<file path="src/include/hpf_defs.svh">
/*
 * offsets, field positions, reset values and timing counts of the host mac
 * pause and flow-control block.
 * assumes: included by bare name from the package and the design modules.
 */
`ifndef HPF_DEFS_SVH
`define HPF_DEFS_SVH

// register map, byte addresses inside the slave window
`define HPF_ADDR_W          8
`define HPF_FLOW_CTRL_ADDR  8'h20

// flow-control register fields
`define HPF_PT_MSB          31
`define HPF_PT_LSB          16
`define HPF_PASS_BIT        2
`define HPF_FCE_BIT         1
`define HPF_BUSY_BIT        0
`define HPF_PT_RESET        16'h0000

// ahb-lite encodings
`define HPF_HTRANS_NONSEQ   2'h2
`define HPF_HRESP_OKAY      1'h0

// slot time: 512 bit times, 4 bits per clock on a nibble-wide link
`define HPF_SLOT_BITS       512
`define HPF_BITS_PER_CLK    4
`define HPF_SLOT_CYCLES     (`HPF_SLOT_BITS / `HPF_BITS_PER_CLK)
`define HPF_SLOT_CNT_W      8
`define HPF_QUANTA_W        16

`endif

</file>
<file path="src/include/hpf_pkg.sv">
/*
 * types of the host mac pause and flow-control block.
 * assumes: hpf_defs.svh is on the include path.
 */
`include "hpf_defs.svh"

package hpf_pkg;

    typedef enum logic [1:0] {
        HPF_TX_IDLE = 2'b01,
        HPF_TX_SEND = 2'b10
    } hpf_tx_state_t;

    typedef struct packed {
        logic [`HPF_SLOT_CNT_W-1:0] slot_cnt;
        logic [`HPF_QUANTA_W-1:0]   quanta_cnt;
        logic                       active;
    } hpf_timer_state_t;

    typedef struct packed {
        hpf_tx_state_t              tx_state;
        logic [`HPF_QUANTA_W-1:0]   pause_time;
        logic                       pass_ctrl;
        logic                       fce;
        logic                       busy;
        logic                       backpressure;
        logic                       dp_valid;
        logic                       dp_write;
        logic [`HPF_ADDR_W-1:0]     dp_addr;
        logic [31:0]                hrdata;
        logic                       pause_tx_req;
        logic [`HPF_QUANTA_W-1:0]   pause_tx_time;
        logic                       rx_out_valid;
        logic [7:0]                 rx_out_data;
        logic                       rx_out_last;
        logic                       rx_status_valid;
        logic                       rx_status_filter;
    } hpf_state_t;

endpackage

</file>
<file path="src/rtl/hpf_flow_ctrl.sv">
/*
 * host mac flow control: pause-frame request, received pause decode,
 * transmitter hold, half-duplex backpressure and receive packet-filter status,
 * with the flow-control register reached over ahb-lite.
 * assumes: one clock; the receive parser and switch fabric port run on hclk,
 * so their signals need no synchroniser; one ahb-lite master.
 */
// Function
// - sent pause frames carry the upper 16 bits of the flow-control register
// - pass bit set and valid pause received sets the packet-filter status bit
// - pass bit clear leaves the packet-filter status bit cleared
// - every received frame's data goes to the application, status decides keep
// - promiscuous mode overrides the pass bit for packet-filter status
// - pause frames decoded and acted on only in full duplex with enable set
// - valid pause holds transmitter for decoded time times slot time
// - enable clear: no control-frame inspection, no transmitter pause
// - in half duplex the enable bit enables backpressure instead
// - software sets busy to send a pause; busy stays set while sending
// - busy clears itself when the pause frame has been sent
// - in half duplex bit 0 reads high while backpressure is applied
// - no pause frames and no backpressure while the transmitter is disabled
// - pause frames and backpressure go to the on-chip switch fabric port
`timescale 1ns/10ps
`include "hpf_defs.svh"

module hpf_flow_ctrl #(
    parameter logic [`HPF_SLOT_CNT_W-1:0] SLOT_CYCLES = `HPF_SLOT_CNT_W'(`HPF_SLOT_CYCLES)
) (
    // clock and reset
    input  wire logic                     hclk,
    input  wire logic                     hresetn,
    // ahb-lite slave
    input  wire logic                     hsel,
    input  wire logic [31:0]              haddr,
    input  wire logic [1:0]               htrans,
    input  wire logic                     hwrite,
    input  wire logic [2:0]               hsize,
    input  wire logic                     hready,
    input  wire logic [31:0]              hwdata,
    output logic [31:0]                   hrdata,
    output logic                          hreadyout,
    output logic                          hresp,
    // mac mode
    input  wire logic                     full_duplex,
    input  wire logic                     tx_enable,
    input  wire logic                     promiscuous,
    // receive stream from the switch fabric
    input  wire logic                     rx_valid,
    input  wire logic [7:0]               rx_data,
    input  wire logic                     rx_last,
    input  wire logic                     rx_is_pause,
    input  wire logic [`HPF_QUANTA_W-1:0] rx_pause_quanta,
    input  wire logic                     rx_addr_pass,
    input  wire logic                     rx_congested,
    // receive stream and status to the application
    output logic                          rx_out_valid,
    output logic [7:0]                    rx_out_data,
    output logic                          rx_out_last,
    output logic                          rx_status_valid,
    output logic                          rx_status_filter,
    // towards the switch fabric transmit side
    output logic                          pause_tx_req,
    output logic [`HPF_QUANTA_W-1:0]      pause_tx_time,
    input  wire logic                     pause_tx_done,
    output logic                          tx_hold,
    output logic                          backpressure
);

    ////////////////////////////////////////////////////////////////////////////////
    // state

    hpf_pkg::hpf_state_t st;
    hpf_pkg::hpf_state_t next_st;

    logic decode_en;
    logic pause_load;
    logic timer_active;
    logic addr_accept;
    logic wr_hit;

    function automatic logic flow_hit(input logic [`HPF_ADDR_W-1:0] a);
        flow_hit = (a == `HPF_FLOW_CTRL_ADDR);
    endfunction

    ////////////////////////////////////////////////////////////////////////////////
    // pause decode and transmitter hold

    assign decode_en  = full_duplex & st.fce;
    assign pause_load = rx_valid & rx_last & rx_is_pause & decode_en;

    hpf_pause_timer #(
        .SLOT_CYCLES (SLOT_CYCLES)
    ) u_timer (
        .hclk    (hclk),
        .hresetn (hresetn),
        .load    (pause_load),
        .quanta  (rx_pause_quanta),
        .clear   (~decode_en),
        .active  (timer_active)
    );

    ////////////////////////////////////////////////////////////////////////////////
    // next-state logic

    assign addr_accept = hsel & hready & (htrans == `HPF_HTRANS_NONSEQ);
    assign wr_hit      = st.dp_valid & st.dp_write & flow_hit(st.dp_addr);

    always_comb begin
        next_st = st;

        // bus address phase; the data phase follows with zero wait states
        next_st.dp_valid = addr_accept;
        if (addr_accept) begin
            next_st.dp_write = hwrite;
            next_st.dp_addr  = haddr[`HPF_ADDR_W-1:0];
            next_st.hrdata   = 32'h0000_0000;
            if (!hwrite && flow_hit(haddr[`HPF_ADDR_W-1:0])) begin
                next_st.hrdata[`HPF_PT_MSB:`HPF_PT_LSB] = st.pause_time;
                next_st.hrdata[`HPF_PASS_BIT]           = st.pass_ctrl;
                next_st.hrdata[`HPF_FCE_BIT]            = st.fce;
                // bit 0 means busy in full duplex, backpressure in half
                next_st.hrdata[`HPF_BUSY_BIT] = full_duplex ? st.busy
                                                            : st.backpressure;
            end
        end

        // pause-frame sequencer towards the fabric
        unique case (st.tx_state)
            hpf_pkg::HPF_TX_IDLE: begin
                if (st.busy && full_duplex && tx_enable) begin
                    next_st.tx_state      = hpf_pkg::HPF_TX_SEND;
                    next_st.pause_tx_req  = 1'b1;
                    next_st.pause_tx_time = st.pause_time;
                end
            end
            hpf_pkg::HPF_TX_SEND: begin
                if (pause_tx_done) begin
                    next_st.tx_state     = hpf_pkg::HPF_TX_IDLE;
                    next_st.pause_tx_req = 1'b0;
                    next_st.busy         = 1'b0;
                end else if (!tx_enable || !full_duplex) begin
                    // request is withdrawn; busy stays so it retries later
                    next_st.tx_state     = hpf_pkg::HPF_TX_IDLE;
                    next_st.pause_tx_req = 1'b0;
                end
            end
        endcase

        // register write; a one in bit 0 only ever sets busy
        if (wr_hit) begin
            next_st.pause_time = hwdata[`HPF_PT_MSB:`HPF_PT_LSB];
            next_st.pass_ctrl  = hwdata[`HPF_PASS_BIT];
            next_st.fce        = hwdata[`HPF_FCE_BIT];
            if (hwdata[`HPF_BUSY_BIT] && full_duplex) begin
                next_st.busy = 1'b1;
            end
        end

        // half-duplex backpressure, only with the transmitter running
        next_st.backpressure = ~full_duplex & st.fce & tx_enable & rx_congested;

        // every frame is passed on; the status tells the application what to do
        next_st.rx_out_valid = rx_valid;
        next_st.rx_out_data  = rx_data;
        next_st.rx_out_last  = rx_valid & rx_last;

        next_st.rx_status_valid = rx_valid & rx_last;
        if (rx_valid && rx_last) begin
            if (promiscuous) begin
                next_st.rx_status_filter = 1'b1;
            end else if (rx_is_pause && decode_en) begin
                next_st.rx_status_filter = st.pass_ctrl;
            end else begin
                next_st.rx_status_filter = rx_addr_pass;
            end
        end else begin
            next_st.rx_status_filter = 1'b0;
        end
    end

    ////////////////////////////////////////////////////////////////////////////////
    // registers

    always_ff @(posedge hclk or negedge hresetn) begin
        if (!hresetn) begin
            st          <= '0;
            st.tx_state <= hpf_pkg::HPF_TX_IDLE;
            st.pause_time <= `HPF_PT_RESET;
        end else begin
            st <= next_st;
        end
    end

    ////////////////////////////////////////////////////////////////////////////////
    // outputs; the bus never waits and never errors

    assign hrdata           = st.hrdata;
    assign hreadyout        = 1'b1;
    assign hresp            = `HPF_HRESP_OKAY;
    assign rx_out_valid     = st.rx_out_valid;
    assign rx_out_data      = st.rx_out_data;
    assign rx_out_last      = st.rx_out_last;
    assign rx_status_valid  = st.rx_status_valid;
    assign rx_status_filter = st.rx_status_filter;
    assign pause_tx_req     = st.pause_tx_req;
    assign pause_tx_time    = st.pause_tx_time;
    assign tx_hold          = timer_active;
    assign backpressure     = st.backpressure;

endmodule

</file>
<file path="src/rtl/hpf_pause_timer.sv">
/*
 * pause countdown: holds the transmitter for quanta times the slot time.
 * assumes: load is a one-cycle pulse, clear is a level that wins over all.
 */
`timescale 1ns/10ps
`include "hpf_defs.svh"

module hpf_pause_timer #(
    parameter logic [`HPF_SLOT_CNT_W-1:0] SLOT_CYCLES = `HPF_SLOT_CNT_W'(`HPF_SLOT_CYCLES)
) (
    // clock and reset
    input  wire logic                     hclk,
    input  wire logic                     hresetn,
    // control
    input  wire logic                     load,
    input  wire logic [`HPF_QUANTA_W-1:0] quanta,
    input  wire logic                     clear,
    // status
    output logic                          active
);

    hpf_pkg::hpf_timer_state_t st;
    hpf_pkg::hpf_timer_state_t next_st;

    always_comb begin
        next_st = st;
        if (clear) begin
            next_st.active = 1'b0;
        end else if (load) begin
            // a fresh frame restarts the count, even mid-pause
            next_st.active     = (quanta != '0);
            next_st.quanta_cnt = quanta;
            next_st.slot_cnt   = SLOT_CYCLES - 1'b1;
        end else if (st.active) begin
            if (st.slot_cnt == '0) begin
                next_st.slot_cnt = SLOT_CYCLES - 1'b1;
                if (st.quanta_cnt == `HPF_QUANTA_W'(1)) begin
                    next_st.active = 1'b0;
                end else begin
                    next_st.quanta_cnt = st.quanta_cnt - 1'b1;
                end
            end else begin
                next_st.slot_cnt = st.slot_cnt - 1'b1;
            end
        end
    end

    always_ff @(posedge hclk or negedge hresetn) begin
        if (!hresetn) begin
            st <= '0;
        end else begin
            st <= next_st;
        end
    end

    assign active = st.active;

endmodule

</file>
<file path="config.mk">
export PLATFORM = sky130hd
export DESIGN_NAME = hpf_flow_ctrl
export DESIGN_NICKNAME = d
export VERILOG_FILES = /design/src/include/hpf_pkg.sv /design/src/rtl/hpf_flow_ctrl.sv /design/src/rtl/hpf_pause_timer.sv
export VERILOG_INCLUDE_DIRS = /design/src /design/src/include
export SDC_FILE = /design/constraint.sdc
export NUM_CORES = 1
export LEC_CHECK = 0
export BUFFER_PORTS_ARGS = -buffer_cell sky130_fd_sc_hd__buf_2
export CAP_MARGIN = 20
export CORE_UTILIZATION = 45
export CTS_BUF_LIST = sky130_fd_sc_hd__clkbuf_4 sky130_fd_sc_hd__clkbuf_8
export CTS_CLUSTER_SIZE = 28
export DETAILED_ROUTE_END_ITERATION = 6
export PLACE_DENSITY = 0.7
export SLEW_MARGIN = 20
export SYNTH_ARGS = -nofsm -noshare
export SYNTH_HDL_FRONTEND = slang
export SYNTH_HIERARCHICAL = 1
export SYNTH_SLANG_ARGS = --single-unit
</file>
<file path="constraint.sdc">
create_clock -name hclk -period 3.6 [get_ports hclk]
set_input_delay 0.72 -clock hclk [delete_from_list [all_inputs] [get_ports hclk]]
set_output_delay 0.72 -clock hclk [all_outputs]
set_load 0.02 [all_outputs]
</file>
Word-level counts from Yosys, hierarchy flattened. Cells that the tools add are included.

$add $sub $neg: 2. Equal/unequal tests: 9. Multiplexer cells: 25. Bitwise operators: 12. Reduce and logical (&&, ||, !) cells: 18.

Operators by type and width (count): $mux 25 (2); $mux 17 (2); $mux 16 (2); $eq 16x1->1 const B (1); $eq 8x6->1 const B (2); $reduce_bool 16->1 (1); $sub 16x1->16 const B (1); $mux 1 (12); $and 1x1->1 (11); $logic_not 8->1 (1); $mux 8 (1); $sub 8x1->8 const B (1); $logic_and 1x1->1 (6); $mux 2 (3); $reduce_and 2->1 (3); $eq 2x2->1 const B (2); $ne 2x2->1 const B (2); $pmux 2 s2 (1); $reduce_and 4->1 (1); $reduce_bool 2->1 (2); $logic_not 1->1 (3); $mux 3 (1); $ne 3x3->1 const B (1); $eq 2x1->1 const B (1); 3 further kinds (3).

Register bits after elaboration: 104. Output and inout port bits: 65. Logic and storage cells: 85.

Depth between registers and ports, before layout. Gate-level depths: netlist of run 1.

Word-level depth: 6. Mapped depth: 10.

Hierarchy. Netlist of run 1, hierarchy kept.

By module, submodules not included: hpf_flow_ctrl (instances 1, cells an instance 303, area each 3473.3 um^2); hpf_pause_timer (instances 1, cells an instance 177, area each 1580.3 um^2).

Least setup slack after synthesis of run 1. Ideal clock, no wire load.

Kind: input -> register. Start: input port full_duplex. End: register u_timer/st[4] (netlist bit). Library setup time: 0.133 ns. Arrival: 2.379 ns. Setup slack: 1.088 ns. Stages: 10. Buffers on the path: 3. Cell sequence: clkbuf_2 nand3_1 nor2_1 clkbuf_1 nor2b_1 nand3_1 clkbuf_1 nor2_1 o31ai_1 o21ai_0.

Word-level cells in the longest chain between the ends: 4.

Ends and longest elaborated chain: start: declaration (line hpf_flow_ctrl.sv:44) `input wire logic full_duplex,`; $and 1x1->1 * (line hpf_flow_ctrl.sv:88) `assign decode_en = full_duplex & st.fce;`; $and 1x1->1 * (line hpf_flow_ctrl.sv:89) `assign pause_load = rx_valid & rx_last & rx_is_pause & decode_en;`; named net pause_load (line hpf_flow_ctrl.sv:76) `logic pause_load;`; $ne 2x2->1 (no source line) / $reduce_bool 2->1 (equally long branches); $reduce_and 4->1 (no source line); end signal: assignment (line hpf_pause_timer.sv:52) `st <= next_st;`; end: declaration (line hpf_pause_timer.sv:22) `hpf_pkg::hpf_timer_state_t st;`.

The timed path passes the listed nets; every way through them passes the cells marked *. A chain may end at the register's enable or synchronous reset.

Worst setup path after layout of run 1.
Start: register u_timer/st[17] (netlist bit). End: register u_timer/st[3] (netlist bit).

Word-level cells in the longest chain between the ends: 3.

Ends and longest elaborated chain: $logic_not 8->1 (line hpf_pause_timer.sv:35) `if (st.slot_cnt == '0) begin`; $reduce_bool 2->1 (no source line); $reduce_and 4->1 (no source line).

No other way between the ends.

==> results of run 1 <==
power breakdown:
part	switching, mW	leakage (nW)	total, mW	internal [mW]
Sequential	0.0971	1.33	1.39	1.29
Combinational	0.229	1.36	0.410	0.181
Clock	0.419	0.112	0.820	0.401
logic make-up after synthesis:
group / Yosys count
simple gates: 152
buf+inv: 90
flops: 104
mux: 38
other cells: 2
compound gates: 85
xor+xnor: 5
fa+ha+maj: 4
routing by layer:
layer	routed length, µm	part of all wire	vias up	track usage
li1	-	-	1719	-
met1	4780	0.45	1763	0.253
met2	4900	0.46	155	0.298
met3	754	0.071	15	0.0464
met4	160	0.015	0	0.0685
met5	0	0	-	0
stage by stage:
| stage | utilization | area [µm²] | std cells | hold WS [ns] |
|---|---|---|---|---|
| after detailed placement | 0.494 | 5380 | 677 | 0.463 |
| final | 0.515 | 5600 | 693 | 0.368 |
| after global routing | 0.515 | 5600 | 693 | 0.407 |
| after global placement | 0.494 | 5380 | 677 | 0.455 |
| after CTS | 0.515 | 5600 | 693 | 0.393 |
| after floorplan | - | 5100 | 493 | 0.424 |
state kept, by name, indices dropped and copies added (netlist names):
register	flops
rx_out_data	8
u_timer/active	1
pause_tx_time	16
rx_status_filter	1
backpressure	1
u_timer/st	24
rx_out_valid	1
hrdata	19
st	31
pause_tx_req	1
rx_status_valid	1
area by class of cell:
| type | instances | area share |
|---|---|---|
| Clock buffer | 9 | 0.0221 |
| Timing Repair Buffer | 123 | 0.116 |
| Multi-Input combinational cell | 299 | 0.341 |
| Clock inverter | 7 | 0.0181 |
| Inverter | 11 | 0.00737 |
| Tap cell | 140 | 0.0313 |
| Sequential cell | 104 | 0.465 |
worst max path at each step:
stage	startpoint	to	slack [ns]	cells after the start
after floorplan	full_duplex	u_timer/st[4]	1.09	10
after global placement	full_duplex	u_timer/st[5]	0.88	7
after detailed placement	full_duplex	u_timer/st[3]	0.85	7
after CTS	full_duplex	u_timer/st[3]	1.23	7
after global routing	u_timer/st[18]	u_timer/st[5]	0.97	7
final	u_timer/st[17]	u_timer/st[3]	1.20	7
layout by cell type, fill, tap and decap left out, drive strengths merged, types with 2 or more instances in the layout:
| cell type | n |
|---|---|
| buf | 123 |
| dfrtp | 103 |
| nand2 | 79 |
| o21ai | 35 |
| mux2 | 34 |
| a21oi | 17 |
| nor2 | 16 |
| conb | 15 |
| inv | 14 |
| nor3 | 13 |
| o31ai | 12 |
| clkbuf | 9 |
| a22oi | 9 |
| nor4 | 8 |
| nand3 | 6 |
| or3 | 5 |
| mux2i | 4 |
| ha | 4 |
| nor4b | 4 |
| and2 | 3 |
| xor2 | 3 |
| o22ai | 3 |
| nor2b | 3 |
| nand4b | 2 |
| nand2b | 2 |
| bufinv | 2 |
| and3 | 2 |
| a32oi | 2 |
| xnor2 | 2 |
| or4 | 2 |
| or2 | 2 |
critical path, cell delays in order, from the launching register on:
cell and delay [ns]:
dfrtp_1 0.38, inv_1 0.08, ha_1 0.19, nor3b_1 0.15, and2_1 0.18, o21ai_1 0.48, or2_1 0.59, o21ai_0 0.21
==> metrics.md, run 1 <==
| Metric | Value |
|---|---|
| Outcome | `complete, no violations` |
| Max frequency | `417 MHz` |
| Req. time, crit path | `roughly 3.8 ns` |
| Leakage | `around 2.8 nW` |
| Largest family of logic cells by synthesized area | `simple AND/OR/NAND/NOR gates` |
| Syn Inst Count | `480` |
| I/O Buffers | `116` |
| Clk_lat worst skew | `between 0.3 and 0.4 ns` |
| Post-synth cell types | `57` |
| Post-synthesis register bit count | `roughly 100` |
| Final setup fails | `0` |
| DRT Pass-1 Iters | `7` |
| Longest Clk Path Bufs | `2` |
| Die Width | `about 110 µm` |
| EDFF count, synth | `0` |
| Sink Count | `roughly 100` |
| Worst Tran Pin Value | `just over 1 ns` |
| R2R setup slack | `roughly 1.2 ns` |
| Synth warn | `6` |
| Layout Nets | `659` |
| Ys async rst share | `1.00` |
| Sequential fraction of the synthesis area | `0.515` |
| CP Capture Type | `flop` |
| Row count | `38` |
| CTS tree | `built` |
| Die Y | `roughly 110 µm` |
| Top_reg_cell synth | `dfrtp_1` |
| Area share of the largest cell type after synthesis | `0.510` |
| Compound-gate portion of the synthesized area | `0.102` |
| Min Tclk post-route | `between 2 and 2.5 ns` |
| Worst Path Arrival | `roughly 2.6 ns` |
| Filler cell count | `1006` |
| Antenna Cells | `0` |
| Post-route setup TNS | `0 ns` |
| Via count | `between 3000 and 4000` |
| Crit start category | `flop` |
| Mapped Avg Cell Area | `between 10 and 15 µm²` |
| H-tree depth | `3` |
| Fraction of layout cells with a size suffix above 1 | `0.338` |
| IR drop worst, VDD | `0.182 mV` |
| Sequential Area | `about 2600 µm²` |
| Final Max Tran Viols | `0` |
| Max Cap Viol | `0` |
| Post-CTS Hold Buffers | `0` |
| Via-per-instance ratio | `5.27` |
| Gpl congestion | `0.878` |
| Die Area | `roughly 12000 µm²` |
| Synthesized area | `between 5000 and 6000 µm²` |
| Critical path class | `flop to flop` |
| CTS resizes | `0` |
| HP Class | `primary input to async pin` |
| GRT Overall Usage | `0.189` |
| Skew final | `0.0106 ns` |
| Post-Place Setup Slack | `0.849 ns` |
| Post-synthesis simple-gate area fraction | `0.156` |
| Antenna violations before repair | `0` |
| R2R Path End | `u_timer/st[3]` |
| Commonest cells in the netlist | `103 x dfrtp_1, 79 x nand2_1, 62 x buf_4, 27 x o21ai_0, 25 x mux2_2` |
| CTS Root Cell | `clkbuf_8` |
| Share of synthesized area spent on multiplexers | `0.0904` |
| Vias in the first global route | `approximately 3600` |
| FF-to-FF path depth | `7` |
| Top post-synthesis cells by area | `dfrtp_1 51%, buf_4 9.2%, nand2_1 5.9%` |
| Pin count of the biggest net entering global routing | `54` |
| Initial core utilization | `0.464` |
| Synth Area in Adders | `0.00990` |
| Post-DP HPWL | `7560 µm` |
| Drt first-iter violations | `between 200 and 300` |
| Total CTS buffers | `9` |
| CORE AREA | `around 11000 µm²` |
| Total gr overflow | `0` |
| IO Count | `172` |
| Max FO, Critical Path | `16` |
| Residual DRC | `0` |
| Area leader, netlist | `dfrtp_1` |
| Worst setup margin | `1.20 ns` |
| Period utilization | `0.666` |
| XOR/XNOR Fraction of Synth Area | `0.00867` |
| Layout Area Growth over Synthesis | `10.9%` |
| Remaining antenna violation count after routing | `0` |
| Most common cell in the netlist | `dfrtp_1` |
| First-pass GRT wire length | `around 17000 µm` |
| RSZ-0062 raised after global routing | `false` |
| Fin. Hold Viols | `0` |
| FF-to-FF Start | `u_timer/st[17]` |
| Combined area of the multi-input logic cells | `1910 µm²` |
| Tot Pwr | `between 2 and 3 mW` |
| Power Density | `approximately 470 nW/µm²` |
| Total Wirelength | `10600 µm` |
| Clock transition at the registers of the reported paths | `0.11 ns` |
| Post-CTS Setup Bufs | `0` |
| Post-DR wirelength/cell | `between 15 and 20 µm` |
| Slew HR | `0.327` |
No activity file was read; power rests on OpenSTA's default activity.
==> run 2: changes to the inputs <==
--- a/config.mk
+++ b/config.mk
@@ -12,7 +12,7 @@
 export CTS_BUF_LIST = sky130_fd_sc_hd__clkbuf_4 sky130_fd_sc_hd__clkbuf_8
 export CTS_CLUSTER_SIZE = 28
 export DETAILED_ROUTE_END_ITERATION = 6
-export PLACE_DENSITY = 0.7
+export PLACE_DENSITY = 0.73
 export SLEW_MARGIN = 20
 export SYNTH_ARGS = -nofsm -noshare
 export SYNTH_HDL_FRONTEND = slang
==> constraint.sdc (replaced) <==
create_clock -name hclk -period 2.18 [get_ports hclk]
set_input_delay 0.436 -clock hclk [delete_from_list [all_inputs] [get_ports hclk]]
set_output_delay 0.436 -clock hclk [all_outputs]
set_load 0.02 [all_outputs]
==> metrics.md, run 2 (synthesized netlist as in run 1, its figures left out) <==
| Metric | Value |
|---|---|
| Outcome | `complete, no violations` |
| Setup crit start | `u_timer/st[6]` |
| Most common cell after layout, fill and taps aside | `buf_2` |
| Max reg flops | `31` |
| CP bufs+invs | `0` |
| Reg with most FFs | `st` |
| GRT Overall Usage | `0.190` |
| Initial core utilization | `0.464` |
| Period utilization | `0.917` |
| Post-CTS Hold Buffers | `0` |
| Worst Path Arrival | `roughly 2.3 ns` |
| Pin count of the biggest net entering global routing | `39` |
| HP Class | `primary input to async pin` |
| IR drop worst, VDD | `approximately 0.43 mV` |
| CP top delay family | `simple AND/OR/NAND/NOR gates` |
| Antenna Cells | `0` |
| Slowest CP cell | `or4_4` |
| DRT Pass-1 Iters | `5` |
| RSZ-0062 raised after global routing | `false` |
| Antenna violations before repair | `0` |
| Vias in the first global route | `roughly 3600` |
| Max frequency | `500 MHz` |
| Post-route setup TNS | `0 ns` |
| Via count | `around 3700` |
| Worst Tran Pin Value | `0.514 ns` |
| CP Capture Type | `flop` |
| Clk_lat worst skew | `0.38 ns` |
| Die Width | `108 µm` |
| Die Area | `~12000 µm²` |
| Power Density | `722 nW/µm²` |
| DP Area | `5460 µm²` |
| H-tree depth | `3` |
| Critical path class | `flop to flop` |
| Sink Count | `around 100` |
| Total gr overflow | `0` |
| Fraction of layout cells with a size suffix above 1 | `0.348` |
| Max Cap Viol | `0` |
| FF-to-FF Start | `u_timer/st[6]` |
| Post-DP HPWL | `7670 µm` |
| Skew final | `approximately 0.0064 ns` |
| Gpl congestion | `0.852` |
| Fin. Hold Viols | `0` |
| Final setup fails | `0` |
| Filler cell count | `roughly 980` |
| Clock transition at the registers of the reported paths | `roughly 0.090 ns` |
| Longest Clk Path Bufs | `2` |
| Remaining antenna violation count after routing | `0` |
| CTS resizes | `0` |
| Leakage | `approximately 2.8 nW` |
| IO Count | `about 170` |
| Drt first-iter violations | `about 220` |
| Final Max Tran Viols | `0` |
| Post-CTS Setup Bufs | `0` |
| Req. time, crit path | `2.49 ns` |
| Post-DR wirelength/cell | `approximately 15 µm` |
| Cell area after layout | `approximately 5600 µm²` |
| Row count | `38` |
| Min Tclk post-route | `2.00 ns` |
| Layout Area Growth over Synthesis | `11.4%` |
| Critical path's largest stage delay | `0.58 ns` |
| Crit start category | `flop` |
| CORE AREA | `10900 µm²` |
| Total Wirelength | `about 11000 µm` |
| I/O Buffers | `116` |
| Most frequent cells in the layout | `115 x buf_2, 103 x dfrtp_1, 79 x nand2_1` |
| Die Y | `~110 µm` |
| Residual DRC | `0` |
| Layout Nets | `about 670` |
| CTS Root Cell | `clkbuf_8` |
| First-pass GRT wire length | `~17000 µm` |
| Slew HR | `0.655` |
| Critical-path cell list | `or4_4 > nor3_2 > and2_1 > a22oi_1 > o21ai_1` |
| Via-per-instance ratio | `approximately 5.3` |
| Total CTS buffers | `9` |
| Max FO, Critical Path | `6` |
| CTS tree | `built` |
[run 2: changes by cell type in the layout (fill, tap and decap cells not counted), sizes merged]
cell    before  now
buf        123  133
bufinv       2    0
clkbuf       9   10
clkinv       1    5
inv         14   11
[run 2: layout make-up]
type	count	area, µm²	area share
clock buffer	10	131	0.0233
timing repair buffer	133	736	0.131
clock inverter	6	36.3	0.00644
sequential	104	2600	0.462
inverter	11	41.3	0.00733
multi-input combinational	299	1910	0.339
tap	140	175	0.0311
[run 2: metal layers]
metal | global-route usage | wire (µm)
met3 | 0.0307 | 624
met2 | 0.294 | 4880
met5 | 0 | 0
met1 | 0.253 | 4830
met4 | 0.106 | 240
[run 2: per-stage QoR]
stage	power, mW	setup slack, ns	cells	utilization	hold slack [ns]
floorplan	2.83	0.0345	493	-	0.140
detailed placement	3.02	0.0652	687	0.502	0.439
finish	4.06	0.180	703	0.517	0.0129
CTS	4.11	0.212	703	0.517	0.0113
global route	4.28	0.0626	703	0.517	0.0329
global placement	2.99	0.162	687	0.502	0.427
[run 2: worst paths after layout]
path | to | slack (ns) | cells past startpoint
hold reg to reg | st[61] | 0.48 | 2
hold / removal | pause_tx_req | 0.01 | 1
min in group hclk | rx_out_data[6] | 0.16 | 1
setup / recovery | u_timer/st[14] | 0.18 | 5
setup reg to reg | u_timer/st[14] | 0.18 | 5
max in group asynchronous | u_timer/st[14] | 1.58 | 2
[run 2: worst register-to-register path, cell delays in order, from the launching register on]
cell     delay, ns
dfrtp_1       0.43
or4_4         0.58
nor3_2        0.39
and2_1        0.28
a22oi_1       0.11
o21ai_1       0.14
[run 2: where the power goes]
part           switching (mW)  internal [mW]  total (mW)
logic                   0.382          0.310       0.692
clock network           0.655          0.422        1.08
registers               0.160           2.13        2.29
